### config.mk
export PLATFORM = sky130hd
export DESIGN_NAME = ldp_host_port
export DESIGN_NICKNAME = d
export VERILOG_FILES = /design/src/design/ldp_pkg.sv /design/src/design/ldp_host_port.sv /design/src/design/ldp_sync.sv
export SDC_FILE = /design/constraint.sdc
export NUM_CORES = 1
export LEC_CHECK = 0
export ABC_AREA = 1
export BUFFER_PORTS_ARGS = -buffer_cell sky130_fd_sc_hd__buf_2
export CAP_MARGIN = 20
export CORE_ASPECT_RATIO = 0.8
export CORE_MARGIN = 4
export CORE_UTILIZATION = 40
export DETAILED_ROUTE_END_ITERATION = 12
export SLEW_MARGIN = 20
export SYNTH_ARGS = -nofsm -noshare
export SYNTH_HDL_FRONTEND = slang
export SYNTH_SLANG_ARGS = --single-unit
### constraint.sdc
create_clock -name core_clk -period 3.6 [get_ports core_clk]
set_input_delay 0.54 -clock core_clk [delete_from_list [all_inputs] [get_ports core_clk]]
set_output_delay 0.54 -clock core_clk [all_outputs]
set_load 0.01 [all_outputs]
### src/design/ldp_pkg.sv
// Package: constants and types for the display host port
package ldp_pkg;
    localparam int          CLK_MHZ          = 100;
    localparam int          NUM_DIGITS       = 8;
    localparam int          NUM_GLYPHS       = 16;
    localparam int          NUM_ROWS         = 7;
    localparam int          FLASH_DIV        = 28672;
    localparam int          HALF_FLASH       = FLASH_DIV / 2;
    localparam int          SELF_TEST_CYCLES = 262144;
    localparam int          INIT_CYCLES      = 3;
    localparam logic [7:0]  CHAR_SPACE       = 8'h20;
    localparam logic [7:0]  CTRL_RESET       = 8'h00;
    localparam logic [7:0]  INDEX_ALL_ONES   = 8'hff;
    // Address decode, flash_select_n high, addr[4:3]
    localparam logic [1:0]  SEL_INDEX        = 2'h0;
    localparam logic [1:0]  SEL_GLYPH        = 2'h1;
    localparam logic [1:0]  SEL_CTRL         = 2'h2;
    localparam logic [1:0]  SEL_CHAR         = 2'h3;
    // Control word fields
    localparam int          CTL_BRIGHT_LSB   = 0;
    localparam int          CTL_FLASH_EN     = 3;
    localparam int          CTL_BLINK        = 4;
    localparam int          CTL_PASS         = 5;
    localparam int          CTL_TEST         = 6;
    localparam int          CTL_CLEAR        = 7;
    localparam int          CHAR_SRC_BIT     = 7;
    localparam logic [2:0]  BRIGHT_BLANK     = 3'h7;
    // Duty in steps of a 15-step frame: 15,12,8,6,4,3,2,0
    localparam int          DUTY_STEPS       = 15;
    localparam logic [31:0] DUTY_TABLE       = 32'hfc86_4320;
    localparam logic        SELF_TEST_PASS   = 1'b1;

    typedef struct packed {
        logic       cs_n;
        logic       rd_n;
        logic       wr_n;
        logic       flash_sel_n;
        logic [4:0] addr;
        logic [7:0] wdata;
    } ldp_bus_t;

    typedef struct packed {
        logic [7:0] rdata;
        logic       oe;
    } ldp_rd_t;

    typedef enum logic [3:0] {
        ST_INIT  = 4'b0001,
        ST_IDLE  = 4'b0010,
        ST_CLEAR = 4'b0100,
        ST_TEST  = 4'b1000
    } ldp_state_t;
endpackage : ldp_pkg

### src/design/ldp_host_port.sv
// Display controller: host register/memory port, attributes, dimming
`timescale 1ns/1ns
//////////////////////////////////////////////////////////////////////////////
// Function
// - Access needs select low, one strobe low
// - Low address picks digit, 000 leftmost
// - Bit 7 chooses ASCII or glyph index; stored only, never decoded
// - Index register: low four bits used
// - Index selected: flash high, A4 A3 low
// - Row picked by low address, five bits
// - Bit 0 rightmost column, bit 4 leftmost
// - Flash select low picks attribute memory
// - Data bit 0 sets or clears attribute
// - Bit 3 enables attribute flashing, div 28672
// - Control word at A4 high A3 low
// - Bits 0-2 brightness, 111 blanks display
// - Bit 4 blinks all, overrides flash
// - Brightness codes give listed duty levels
// - Bit 7 clears character and attribute memories, self-clears
// - Bit 6 self test, pass bit 5
// - Reset clears character and attribute memories, done in three clocks
module ldp_host_port
    import ldp_pkg::*;
(
    // Clock and control
    input  wire logic                    core_clk,
    input  wire logic                    rst_n,
    input  wire logic                    clk_en,
    // Host bus pins
    input  wire logic                    chip_select_n,
    input  wire logic                    read_strobe_n,
    input  wire logic                    write_strobe_n,
    input  wire logic                    flash_select_n,
    input  wire logic [4:0]              addr,
    input  wire logic [7:0]              data_in,
    output logic      [7:0]              data_out,
    output logic                         data_oe,
    // Display state
    output logic      [NUM_DIGITS-1:0]   digit_on,
    output logic                         busy
);
    ldp_bus_t   bus;
    ldp_state_t state, next_state;
    logic [7:0] char_mem [NUM_DIGITS];
    logic [4:0] glyph_mem [NUM_GLYPHS*NUM_ROWS];
    logic [NUM_DIGITS-1:0] flash_mem, next_flash_mem;
    logic [7:0] ctrl, next_ctrl, glyph_index, next_glyph_index;
    logic [7:0] next_char_mem [NUM_DIGITS];
    logic [4:0] next_glyph_mem [NUM_GLYPHS*NUM_ROWS];
    logic [17:0] seq_cnt, next_seq_cnt;
    logic [14:0] blink_cnt, next_blink_cnt;
    logic        blink_phase, next_blink_phase;
    logic [3:0]  duty_cnt, next_duty_cnt;
    logic [7:0]  next_data_out;
    logic        next_data_oe, next_busy, wr_edge;
    logic [NUM_DIGITS-1:0] next_digit_on;

    ldp_sync #(.W(17), .INIT(17'h1ffff)) u_sync (
        .core_clk (core_clk),
        .rst_n    (rst_n),
        .clk_en   (clk_en),
        .d_async  ({chip_select_n, read_strobe_n, write_strobe_n,
                    flash_select_n, addr, data_in}),
        .q        (bus)
    );

    function automatic int glyph_slot(input logic [7:0] idx, input logic [2:0] row);
        glyph_slot = int'(idx[3:0]) * NUM_ROWS + int'(row);
    endfunction : glyph_slot

    function automatic logic [3:0] duty_of(input logic [2:0] code);
        duty_of = DUTY_TABLE[4 * (7 - int'(code)) +: 4];
    endfunction : duty_of

    //////////////////////////////////////////////////////////////////////////
    logic access_ok, wr_seen, is_write, is_read, wr_prev;
    assign access_ok = !bus.cs_n && (bus.rd_n != bus.wr_n);
    assign wr_seen   = access_ok && !bus.wr_n;
    // Writes while busy are dropped, not replayed once idle
    assign is_write  = wr_seen && state == ST_IDLE;
    assign is_read   = access_ok && !bus.rd_n;
    assign wr_edge   = is_write && !wr_prev;

    always_comb begin
        next_state       = state;
        next_ctrl        = ctrl;
        next_glyph_index = glyph_index;
        next_flash_mem   = flash_mem;
        next_char_mem    = char_mem;
        next_glyph_mem   = glyph_mem;
        next_seq_cnt     = seq_cnt;
        case (state)
            ST_INIT: begin
                next_seq_cnt = seq_cnt + 18'h1;
                if (seq_cnt == 18'(INIT_CYCLES - 1)) begin
                    next_state = ST_IDLE;
                end
            end
            ST_IDLE: begin
                next_seq_cnt = '0;
                if (wr_edge) begin
                    if (!bus.flash_sel_n) begin
                        next_flash_mem[bus.addr[2:0]] = bus.wdata[0];
                    end else begin
                        case (bus.addr[4:3])
                            SEL_INDEX: next_glyph_index = bus.wdata;
                            SEL_GLYPH: next_glyph_mem[glyph_slot(glyph_index,
                                       bus.addr[2:0])] = bus.wdata[4:0];
                            SEL_CTRL: begin
                                next_ctrl = bus.wdata;
                                next_ctrl[CTL_PASS] = ctrl[CTL_PASS];
                                if (bus.wdata[CTL_TEST]) next_state = ST_TEST;
                                else if (bus.wdata[CTL_CLEAR]) next_state = ST_CLEAR;
                            end
                            SEL_CHAR: next_char_mem[bus.addr[2:0]] = bus.wdata;
                            default: ;
                        endcase
                    end
                end
            end
            ST_CLEAR: begin
                next_seq_cnt = seq_cnt + 18'h1;
                if (seq_cnt == 18'(INIT_CYCLES - 1)) begin
                    for (int i = 0; i < NUM_DIGITS; i++) next_char_mem[i] = CHAR_SPACE;
                    next_flash_mem = '0;
                    next_ctrl[CTL_CLEAR] = 1'b0;
                    next_state = ST_IDLE;
                end
            end
            ST_TEST: begin
                next_seq_cnt = seq_cnt + 18'h1;
                if (seq_cnt == 18'(SELF_TEST_CYCLES - 1)) begin
                    for (int i = 0; i < NUM_DIGITS; i++) next_char_mem[i] = CHAR_SPACE;
                    next_flash_mem   = '0;
                    next_glyph_index = INDEX_ALL_ONES;
                    next_ctrl        = CTRL_RESET;
                    next_ctrl[CTL_PASS] = SELF_TEST_PASS;
                    next_state = ST_IDLE;
                end
            end
            default: next_state = ST_INIT;
        endcase
    end

    //////////////////////////////////////////////////////////////////////////
    always_comb begin
        next_data_oe  = is_read;
        next_data_out = '0;
        if (is_read) begin
            if (!bus.flash_sel_n) begin
                next_data_out = {7'h00, flash_mem[bus.addr[2:0]]};
            end else begin
                case (bus.addr[4:3])
                    SEL_INDEX: next_data_out = glyph_index;
                    SEL_GLYPH: next_data_out = {3'h0,
                               glyph_mem[glyph_slot(glyph_index, bus.addr[2:0])]};
                    SEL_CTRL:  next_data_out = ctrl;
                    SEL_CHAR:  next_data_out = char_mem[bus.addr[2:0]];
                    default:   next_data_out = '0;
                endcase
            end
        end
    end

    //////////////////////////////////////////////////////////////////////////
    always_comb begin
        next_blink_cnt   = blink_cnt + 15'h1;
        next_blink_phase = blink_phase;
        if (blink_cnt == 15'(HALF_FLASH - 1)) begin
            next_blink_cnt   = '0;
            next_blink_phase = !blink_phase;
        end
        next_duty_cnt = (duty_cnt == 4'(DUTY_STEPS - 1)) ? 4'h0 : duty_cnt + 4'h1;
        for (int i = 0; i < NUM_DIGITS; i++) begin
            // Char source bit kept; drive uses only brightness, blink, flash and the init state, no glyph lookup
            next_digit_on[i] = (duty_cnt < duty_of(ctrl[2:0]))
                && (ctrl[2:0] != BRIGHT_BLANK)
                && !(ctrl[CTL_BLINK] && blink_phase)
                && !(!ctrl[CTL_BLINK] && ctrl[CTL_FLASH_EN] && flash_mem[i] && blink_phase)
                && (state != ST_INIT);
        end
        next_busy = (next_state != ST_IDLE);
    end

    //////////////////////////////////////////////////////////////////////////
    always_ff @(posedge core_clk) begin
        if (!rst_n) begin
            state       <= ST_INIT;
            ctrl        <= CTRL_RESET;
            flash_mem   <= '0;
            for (int i = 0; i < NUM_DIGITS; i++) char_mem[i] <= CHAR_SPACE;
            seq_cnt     <= '0;
            blink_cnt   <= '0;
            blink_phase <= 1'b0;
            duty_cnt    <= '0;
            data_out    <= '0;
            data_oe     <= 1'b0;
            digit_on    <= '0;
            busy        <= 1'b1;
            wr_prev     <= 1'b0;
        end else if (clk_en) begin
            state       <= next_state;
            ctrl        <= next_ctrl;
            flash_mem   <= next_flash_mem;
            char_mem    <= next_char_mem;
            seq_cnt     <= next_seq_cnt;
            blink_cnt   <= next_blink_cnt;
            blink_phase <= next_blink_phase;
            duty_cnt    <= next_duty_cnt;
            data_out    <= next_data_out;
            data_oe     <= next_data_oe;
            digit_on    <= next_digit_on;
            busy        <= next_busy;
            wr_prev     <= wr_seen;
        end
    end

    // Glyph memory and index keep their contents through reset
    always_ff @(posedge core_clk) begin
        if (clk_en) begin
            glyph_index <= next_glyph_index;
            glyph_mem   <= next_glyph_mem;
        end
    end

    //////////////////////////////////////////////////////////////////////////
    property p_read_oe;
        @(posedge core_clk) disable iff (!rst_n)
        clk_en && is_read |=> data_oe;
    endproperty
    a_read_oe: assert property (p_read_oe) else $error("read not driven");

    property p_no_oe;
        @(posedge core_clk) disable iff (!rst_n)
        clk_en && !is_read |=> !data_oe;
    endproperty
    a_no_oe: assert property (p_no_oe) else $error("bus driven idle");

    property p_blank;
        @(posedge core_clk) disable iff (!rst_n)
        clk_en && ctrl[2:0] == BRIGHT_BLANK |=> digit_on == '0;
    endproperty
    a_blank: assert property (p_blank) else $error("blank code lit");

    property p_blink;
        @(posedge core_clk) disable iff (!rst_n)
        clk_en && ctrl[CTL_BLINK] && blink_phase |=> digit_on == '0;
    endproperty
    a_blink: assert property (p_blink) else $error("blink off phase lit");

    property p_clear_done;
        @(posedge core_clk) disable iff (!rst_n)
        clk_en && state == ST_CLEAR && seq_cnt == 18'(INIT_CYCLES - 1)
        |=> char_mem[0] == CHAR_SPACE && flash_mem == '0 && !ctrl[CTL_CLEAR];
    endproperty
    a_clear_done: assert property (p_clear_done) else $error("clear failed");

    property p_test_done;
        @(posedge core_clk) disable iff (!rst_n)
        clk_en && state == ST_TEST && seq_cnt == 18'(SELF_TEST_CYCLES - 1)
        |=> glyph_index == INDEX_ALL_ONES && ctrl == 8'h20;
    endproperty
    a_test_done: assert property (p_test_done) else $error("self test end");

    property p_flash_wr;
        @(posedge core_clk) disable iff (!rst_n)
        clk_en && wr_edge && !bus.flash_sel_n
        |=> flash_mem[$past(bus.addr[2:0])] == $past(bus.wdata[0]);
    endproperty
    a_flash_wr: assert property (p_flash_wr) else $error("flash write");

    property p_ctrl_wr;
        @(posedge core_clk) disable iff (!rst_n)
        clk_en && wr_edge && bus.flash_sel_n && bus.addr[4:3] == SEL_CTRL
        |=> ctrl[4:0] == $past(bus.wdata[4:0]);
    endproperty
    a_ctrl_wr: assert property (p_ctrl_wr) else $error("ctrl write");

    property p_init;
        @(posedge core_clk) disable iff (!rst_n)
        $rose(rst_n) |-> busy;
    endproperty
    a_init: assert property (p_init) else $error("not busy after reset");

    c_clear: cover property (@(posedge core_clk) state == ST_CLEAR);
    c_test:  cover property (@(posedge core_clk) state == ST_TEST);
    c_read:  cover property (@(posedge core_clk) data_oe);
    c_blink: cover property (@(posedge core_clk) ctrl[CTL_BLINK] && blink_phase);
endmodule : ldp_host_port

### src/design/ldp_sync.sv
// Three-flop input synchroniser with agreement filter
`timescale 1ns/1ns
module ldp_sync
    import ldp_pkg::*;
#(
    parameter int          W     = 1,
    parameter logic [W-1:0] INIT = '0
) (
    // Clock and control
    input  wire logic         core_clk,
    input  wire logic         rst_n,
    input  wire logic         clk_en,
    // Data
    input  wire logic [W-1:0] d_async,
    output logic      [W-1:0] q
);
    logic [W-1:0] s1, s2, s3;
    logic [W-1:0] next_q;

    always_comb begin
        next_q = q;
        for (int i = 0; i < W; i++) begin
            if (s2[i] == s3[i]) begin
                next_q[i] = s2[i];
            end
        end
    end

    always_ff @(posedge core_clk) begin
        if (!rst_n) begin
            s1 <= INIT;
            s2 <= INIT;
            s3 <= INIT;
            q  <= INIT;
        end else if (clk_en) begin
            s1 <= d_async;
            s2 <= s1;
            s3 <= s2;
            q  <= next_q;
        end
    end
endmodule : ldp_sync

# [Word-level counts from Yosys, hierarchy flattened]
# Cells that the tools add are included.
[word_totals] ramBits=0 memories=0 elab_cells=357 inputBits=20 latchBits=0 out_inout_bits=18 mem_bits_ro=0 register_bits=777
[op_classes] mux=54 n_mul=1 eq_ne=40 shifts=1 n_bitwise=3 n_div=0 reduce_logical=91 magnitude_cmp=7 n_addsub=5
[op_table] operator="$bwmux 560" count=1
[op_table] operator="$mux 64" count=5
[op_table] operator="$pmux 64 s3" count=1
[op_table] operator="$mux 8" count=17
[op_table] operator="$bwmux 64" count=1
[op_table] operator="$logic_and 1x1->1" count=44
[op_table] operator="$reduce_and 2->1" count=19
[op_table] operator="$pmux 18 s2" count=1
[op_table] operator="$bmux 5 s7" count=1
[op_table] operator="$demux 5 s7" count=1
[op_table] operator="$ge 32x8->1 const B" count=1
[op_table] operator="$lt 32x1->1 const B" count=1
[op_table] operator="$mux 4" count=8
[op_table] operator="$not 8->32" count=1
[op_table] operator="$pmux 8 s4" count=1
[op_table] operator="$shiftx 32x6->4 const A" count=1
[op_table] operator="$bmux 8 s3" count=1
[op_table] operator="$demux 8 s3" count=1
[op_table] operator="$pmux 8 s3" count=1
[op_table] operator="$add 18x1->18 const B" count=1
[op_table] operator="$eq 18x18->1 const B" count=1
[op_table] operator="$eq 18x2->1 const B" count=1
[op_table] operator="$reduce_and 6->1" count=3
[op_table] operator="$eq 1x1->1" count=17
[op_table] operator="other kinds (44)" count=72

# [Longest topological paths before layout]
# Gate-level depths: netlist of run 1.
[depth] ltp_word=10 mapped_depth=22

# [By module]
# From an unflattened synthesis of run 1, not the netlist that was laid out.
[hier_totals] cells_unflattened=3163 hier_area_um2=32328.5
[by_module_without_submodules] mod="ldp_host_port" seq_area_each_um2=19879.1 cells_each=2801 instances=1 area_each_um2=29615.9
[by_module_without_submodules] mod="ldp_sync" seq_area_each_um2=1361.3 cells_each=362 instances=1 area_each_um2=2712.6

# [Worst setup path after synthesis of run 1]
# No wires, ideal clock.
[synth_path] path_kind="reg2reg" startpoint="register, netlist name glyph_index[0]" endpoint="register glyph_mem[100] (netlist bit) (enable)" arrival_ps=3320 setup_slack_ps=-59 stages_incl_launch_ff=12 setup_ps=339 path_cell_list="edfxtp_1 fa_1 fa_1 fa_1 nand3_1 nand2_1 or2_2 nand2_1 inv_1 nor2_1 nand2_1 nor2_1"
[synth_rtl] element="to (signal assigned)" line_no="ldp_host_port.sv:222" text="glyph_mem <= next_glyph_mem;"
[synth_rtl] element="to (decl)" line_no="ldp_host_port.sv:45" text="logic [4:0] glyph_mem [NUM_GLYPHS*NUM_ROWS];"

# [Worst setup path in the final report of run 1]
[layout_path] startpoint="register glyph_index[2]" endpoint="register data_out[0]"
[layout_via] elab_chain_len=9
[layout_lines] element="from (decl)" line_no="ldp_host_port.sv:47" text="logic [7:0] ctrl, next_ctrl, glyph_index, next_glyph_index;"
[layout_lines] element="from (signal assigned)" line_no="ldp_host_port.sv:221" text="glyph_index <= next_glyph_index;"
[layout_lines] element="$mul 4x3->7" line_no="ldp_host_port.sv:68" text="glyph_slot = int'(idx[3:0]) * NUM_ROWS + int'(row);"
[layout_lines] element="$add 7x3->8" line_no="ldp_host_port.sv:68"
[layout_lines] element="$not 8->32 (not written as such)" line_no="ldp_host_port.sv:156" text="glyph_mem[glyph_slot(glyph_index, bus.addr[2:0])]};"
[layout_lines] element="$bmux 5 s7" line_no="ldp_host_port.sv:156"
[layout_lines] element="$mux 5 (not written as such) (2 in series)" line_no="ldp_host_port.sv:156"
[layout_lines] element="$pmux 8 s4" line_no="ldp_host_port.sv:153" text="case (bus.addr[4:3])"
[layout_lines] element="$mux 8" line_no="ldp_host_port.sv:150" text="if (!bus.flash_sel_n) begin"
[layout_lines] element="$mux 8" line_no="ldp_host_port.sv:149" text="if (is_read) begin"
[layout_lines] element="to (signal assigned)" line_no="ldp_host_port.sv:210" text="data_out <= next_data_out;"
[layout_lines] element="to (decl)" line_no="ldp_host_port.sv:36" text="output logic [7:0] data_out,"
# No other way between the ends. The select of a mux whose other input is x is not followed.
# A chain may end at the register's enable or synchronous reset.

==> metrics.txt, run 1 <==
Crit Reg-Reg Startpoint glyph_index[2]$_SDFFCE_PP1P_; Syn Nets approximately 3300; crit path launch type flip-flop; Yosys reg bits 777; hold endpoint u_sync.s1[10]$_SDFFE_PN1P_; area of the core 80640 µm²; hold_ws about 0.13 ns; Initial DRC Count ~2400; RSZ-0062 raised after global routing yes; clock sink count 777; die span in y approximately 260 µm; syn avg cell area between 9 and 10 µm²; largest net degree at the start of global routing just under 90; Worst R2R End data_out[0]$_SDFFE_PN0P_; Peak Freq 260.7 MHz; Mapped Cells 3283; Setup TNS -1.002 ns; H-tree levels 3; Worst Tran Pin Value about 0.99 ns; Pleak 0.01475 µW; Initial Util 0.4037; Synth Cell Area ~33000 µm²; Max Cap Violations 0; first-pass GRT wire length roughly 140 mm; worst hold-check path type in2reg; violated checks negative setup slack; GRT Util Overall 0.2002; maximum VDD drop ~0.40 mV; placer congestion estimate between 0.8 and 0.9; Routed WL ~87 mm; crit path kind reg2reg; Setup crit end kind flip-flop; fin area between 30000 and 40000 µm²; register area share after synthesis 0.6525; CTS buffer count 80; fin nets 3555; CP required between 4 and 5 ns; FP Rows 93; PnR worst setup slack -0.2354 ns; Pre-antenna DRT Iters 6; dpl cell area 35650 µm²; worst hold path depth 3; largest cells by area after synthesis edfxtp_1 52%, dfxtp_1 13%, nand2_1 12%; via count about 24000; peak fanout along the critical path 6; Power Density around 510 nW/µm²; number of buffers added on ports 37; Synth top area share 0.5239; clk_lat worst skew between 0.6 and 0.7 ns; Routed Antenna Nets 0; Async SR Flop Fraction 0; Root Buffer clkbuf_16; CTS tree built; Worst-path clk slew ~0.06 ns; Final Skew 0.02855 ns; Critical Path AT 4.40 ns; Distinct cells, synth 54; final setup violation count 5; Remaining DRCs 0; Die Area 86040 µm²; prevailing post-synth register cell edfxtp_1; Hold Violations, Final 0; outcome finished with violations; layout cell share with drive strength beyond 1 0.1558; antenna cell count 0; largest area contributor in the netlist edfxtp_1; hold buffers post-CTS 0; Area Growth Syn to Fin 20.04%; vias in the first global route approximately 23000; initial antenna violation count 0; worst reg2reg setup slack -0.24 ns; fin crit period approximately 3.8 ns; Final Max Tran Viols 0; Die Wd ~330 µm; number of synthesized flops with an enable pin 568; min-delay src addr[2]; Vias per Instance 5.177; # IOs 38; grt ovf 0; total power approximately 20000 µW; reg2reg path depth 23; final worst path period share 1.065; yosys warns 0; max_slew headroom 0.3420; DR WL/cell 18.74 µm; DPL Wire Length about 55 mm; clk buf depth 3
-- flip-flops by register name, indices dropped and copies added, names as in the netlist, 8 cells and up --
register,count
glyph_mem,560
char_mem,64
seq_cnt,18
u_sync.q,17
u_sync.s1,17
u_sync.s2,17
u_sync.s3,17
blink_cnt,15
ctrl,8
data_out,8
digit_on,8
flash_mem,8
glyph_index,8
-- worst max-delay path, cell delays in order (launching register included) --
cell	delay, ns
edfxtp_1	0.42
fa_1	0.52
fa_1	0.56
fa_2	0.52
inv_2	0.12
nor2_4	0.05
buf_12	0.13
buf_12	0.14
buf_16	0.14
nand3_1	0.06
nand2_1	0.05
nor2_1	0.12
nor2_1	0.05
nor2_1	0.10
nand2_1	0.08
nand2_2	0.11
nand2_1	0.07
nor2_1	0.11
nand2_1	0.09
nand2_1	0.06
nand2_1	0.05
nand2_1	0.05
nand2_1	0.05
a21oi_1	0.12
-- stage by stage --
step,util,worst slack [ns],instances
floorplan,-,0.002472,3283
global placement,0.4421,-0.3588,4509
detailed placement,0.4421,-0.4001,4509
CTS,0.4812,-0.1894,4662
global route,0.4846,-0.3296,4666
finish,0.4846,-0.2354,4666
-- cell usage in the layout (no fill, tap or decap), types with 54 or more instances in the layout --
cell | netlist | final
clkbuf_16 | 0 | 89
edfxtp_1 | 568 | 568
nand4_1 | 54 | 54
dfxtp_1 | 209 | 204
nand3_1 | 425 | 411
nand2_1 | 1020 | 997
inv_1 | 105 | 99
o21ai_0 | 137 | 114
buf_4 | 0 | 218
a21oi_1 | 95 | 92
nor2_1 | 332 | 315
-- routing by layer --
| metal | part of all wire | GRT usage | routed length (µm) | up-vias |
|---|---|---|---|---|
| met3 | 0.078 | 0.04367 | 6822 | 118 |
| met5 | 0 | 0 | 0 | - |
| met1 | 0.47 | 0.2963 | 40720 | 11490 |
| met2 | 0.44 | 0.2983 | 38140 | 818 |
| met4 | 0.020 | 0.05288 | 1780 | 0 |
| li1 | - | - | - | 11730 |
-- synthesized netlist by cell type, types with 4 or more instances --
cell type     n
nand2_1    1020
edfxtp_1    568
nand3_1     425
nor2_1      332
dfxtp_1     209
o21ai_0     137
inv_1       105
a21oi_1      95
clkbuf_1     76
nand4_1      54
buf_2        43
buf_1        36
ha_1         22
o211ai_1     21
nor3_1       19
a22o_1        8
a211oi_1      7
nor4_1        7
o22ai_1       7
clkinv_1      6
or2_2         6
a21oi_2       5
a22oi_1       5
fa_1          5
inv_2         5
xor2_1        5
nand2_8       4
nor3b_1       4
xnor2_1       4
-- cells by family after synthesis --
family,Yosys count,share of synthesized area
buffers and inverters,277,0.03463
adders and majority gates,27,0.01153
and+or+nand+nor,1892,0.2469
AOI/OAI and AO/OA,301,0.05204
xor gates and xnor gates,9,0.002421
DFF,777,0.6525
-- cell type report --
class | count | area [µm²]
repair buffers | 299 | 2605
flip-flops and latches | 777 | 21260
fillers | 7455 | 41560
clock buffers | 107 | 2367
inverters | 121 | 481.7
clock inverters | 41 | 445.4
multi-input cells | 2229 | 10550
well taps | 1092 | 1366
-- power breakdown --
| part | switching, µW | total (µW) | leakage (µW) | internal, µW |
|---|---|---|---|---|
| Combinational | 1080 | 1640 | 0.00670 | 561 |
| Sequential | 69.6 | 9670 | 0.00666 | 9600 |
| Clock | 3490 | 8770 | 0.00139 | 5280 |
-- how the worst max path moves through the flow --
stage,start,to
6_report,glyph_index[2]$_SDFFCE_PP1P_,data_out[0]$_SDFFE_PN0P_
2_1_floorplan,glyph_index[0]$_SDFFCE_PP1P_,glyph_mem[320]$_DFFE_PP_
5_1_grt,glyph_index[2]$_SDFFCE_PP1P_,data_out[0]$_SDFFE_PN0P_
4_1_cts,glyph_index[2]$_SDFFCE_PP1P_,data_out[1]$_SDFFE_PN0P_
3_5_place_dp,glyph_index[0]$_SDFFCE_PP1P_,data_out[2]$_SDFFE_PN0P_
3_3_place_gp,glyph_index[0]$_SDFFCE_PP1P_,data_out[0]$_SDFFE_PN0P_
-- timing repair --
item | 4_1_cts | 5_1_grt
gates resized for setup | 82 | 64
gates cloned | 4 | 0
pin swaps | 34 | 13
endpoints found under the setup margin | 416 | 475
hold endpoints to repair | 0 | 0
setup buffers | 5 | 5
Note: power is estimated with default switching activity, not from simulation.
==> inputs of run 2 (changes only) <==
--- a/config.mk
+++ b/config.mk
@@ -10,8 +10,11 @@
 export CAP_MARGIN = 20
 export CORE_ASPECT_RATIO = 0.8
 export CORE_MARGIN = 4
-export CORE_UTILIZATION = 40
+export CORE_UTILIZATION = 57
+export CTS_CLUSTER_DIAMETER = 30
 export DETAILED_ROUTE_END_ITERATION = 12
+export PLACE_DENSITY = 0.76
+export SKIP_LAST_GASP = 1
 export SLEW_MARGIN = 20
 export SYNTH_ARGS = -nofsm -noshare
 export SYNTH_HDL_FRONTEND = slang
==> run 2 against run 1 <==
- the flow still finishes with violations (negative setup slack)
- cell area up 3.7%
- sequential cell count did not move
- highest routed layer unchanged
- clock power rose by 30%
==> metrics.txt, run 2 (same netlist as run 1, synthesis figures left out) <==
outcome finished with violations; violated checks negative setup slack; Hold Violations, Final 0 (unchanged); final setup violation count 288 (+283); DR WL/cell 21.03 µm (+12%); worst-path cell chain fa_1 > fa_2 > fa_2 > buf_6 > nor2_4 > buf_12 > buf_4 > nand3_1 > nand4_1 > a21oi_1 > nand2_1 > a21oi_2 > nand2_2 > nand2_1 > nand2_1 > nand2_1 > nand2_1 > a21oi_1; via count 26700 (+11%); hold_ws 0.07939 ns (-0.04626 ns); fin crit period 4.008 ns (+0.1728 ns); Fillers 3689 (-51%); Peak Freq 249.5 MHz (-4.3%); DPL Wire Length 56.00 mm (+0.98%); layout cell share with drive strength beyond 1 0.1970 (+0.04116); Final Max Tran Viols 0 (unchanged); die span in y 221.8 µm (-16%); initial antenna violation count 0 (unchanged); Setup crit end kind flip-flop; largest net degree at the start of global routing 134 (+51%); Max Cap Violations 0 (unchanged); first-pass GRT wire length 140.7 mm (+3.9%); Pre-antenna DRT Iters 6 (unchanged); CP required 4.21 ns (+0.04 ns); vias in the first global route 24960 (+9.8%); Die Area 61020 µm² (-29%); Routed WL 93.37 mm (+6.8%); FP Rows 78 (-16%); RSZ-0062 raised after global routing yes; Max stage delay on crit path 0.66 ns (+0.10 ns); Initial Util 0.5751 (+0.1714); Die Wd 275.2 µm (-16%); Largest Register glyph_mem; clk buf depth 3 (unchanged); crit path launch type flip-flop; worst hold-check path type in2reg; hold buffers post-CTS 0 (unchanged); peak fanout along the critical path 9 (+3); Root Buffer clkbuf_16; number of buffers added on ports 37 (unchanged); placer congestion estimate 0.9669 (+14%); Crit-path slowest cell fa_2; final worst path period share 1.113 (+0.04799); Vias per Instance 6.014 (+16%); Initial DRC Count 3711 (+58%); Worst Tran Pin Value 0.9030 ns (-0.08400 ns); CTS buffer count 120 (+50%); Worst path most repeated cell nand2_1; crit path kind reg2reg; maximum VDD drop 0.5079 mV (+27%); clk_lat worst skew 0.69 ns (+0.06 ns); CTS tree built; max_slew headroom 0.3980 (+0.05600); grt ovf 0 (unchanged); fin nets 3623 (+1.9%); most common cell after layout, fill and taps aside nand2_1; PnR worst setup slack -0.4082 ns (-0.1728 ns); Routed Antenna Nets 0 (unchanged); Area Growth Syn to Fin 24.50%; largest registers glyph_mem (560), char_mem (64), seq_cnt (18); # IOs 38 (unchanged); Power Density 565.5 nW/µm² (+10%); max FFs per register 560 (unchanged); Final Skew 0.03385 ns (+0.005304 ns); GRT Util Overall 0.2962 (+0.09601); area of the core 56600 µm² (-30%); antenna cell count 0 (unchanged); clock sink count 777 (unchanged); Critical Path AT 4.62 ns (+0.22 ns); Remaining DRCs 0 (unchanged); most frequent cells in the layout 982 x nand2_1, 568 x edfxtp_1, 400 x nand3_1; Setup TNS -10.65 ns (-9.649 ns); H-tree levels 3 (unchanged); Worst-path clk slew 0.05 ns (about the same); Pleak 0.01548 µW (+4.9%)
-- run 2: worst max-delay path: cells and delay by family (launching register included) --
family                     cells  cell delay (ns)
adders and majority gates      3             1.71
and+or+nand+nor                9             0.78
AOI/OAI and AO/OA              3             0.53
buffers and inverters          3             0.47
DFF                            1             0.43
-- run 2: area by class of cell --
cell class | count | area, µm² | area share
Tap cell | 760 | 950.9 | 0.02346
Clock buffer | 136 | 3232 | 0.07974
Sequential cell | 777 | 21260 | 0.5245
Multi-Input combinational cell | 2229 | 10890 | 0.2686
Clock inverter | 90 | 837.1 | 0.02065
Inverter | 121 | 485.5 | 0.01198
Timing Repair Buffer | 327 | 2878 | 0.07101
-- run 2: what timing repair did --
item	4_1_cts	5_1_grt
setup buffers	13	19
pin swaps	19	68
setup endpoints to repair	480	555
cloned	4	0
gates resized for setup	57	193
-- run 2: routing by layer --
layer | vias to the layer above | part of all wire | track usage
li1 | 11900 | - | -
met1 | 12690 | 0.39 | 0.4288
met2 | 1830 | 0.44 | 0.4356
met3 | 279 | 0.13 | 0.08677
met4 | 0 | 0.034 | 0.09445
met5 | - | 0 | 0
-- run 2: worst paths after layout --
check,start,endpoint,slack [ns],depth (start not counted)
setup / recovery,glyph_index[2]$_SDFFCE_PP1P_,data_out[0]$_SDFFE_PN0P_,-0.41,18
setup reg to reg,glyph_index[2]$_SDFFCE_PP1P_,data_out[0]$_SDFFE_PN0P_,-0.41,18
hold / removal,data_in[0],u_sync.s1[0]$_SDFFE_PN1P_,0.08,3
hold reg to reg,u_sync.s1[6]$_SDFFE_PN1P_,u_sync.s1[6]$_SDFFE_PN1P_,0.46,2
-- run 2: stage by stage --
step | util | area, µm² | setup slack, ns | instances | power, µW
final | 0.7160 | 40530 | -0.4082 | 4440 | 22920
after global routing | 0.7160 | 40530 | -0.5167 | 4440 | 23520
after CTS | 0.7023 | 39750 | -0.2047 | 4424 | 22760
after detailed placement | 0.6236 | 35300 | -0.3893 | 4182 | 11310
after global placement | 0.6236 | 35300 | -0.3258 | 4182 | 11260
after floorplan | - | 32560 | 0.002472 | 3283 | 10670
-- run 2: where the power goes --
group          internal, µW  switching (µW)  total (µW)
Combinational           613            1170        1790
Sequential             9610            77.0        9690
Clock                  7090            4350       11400
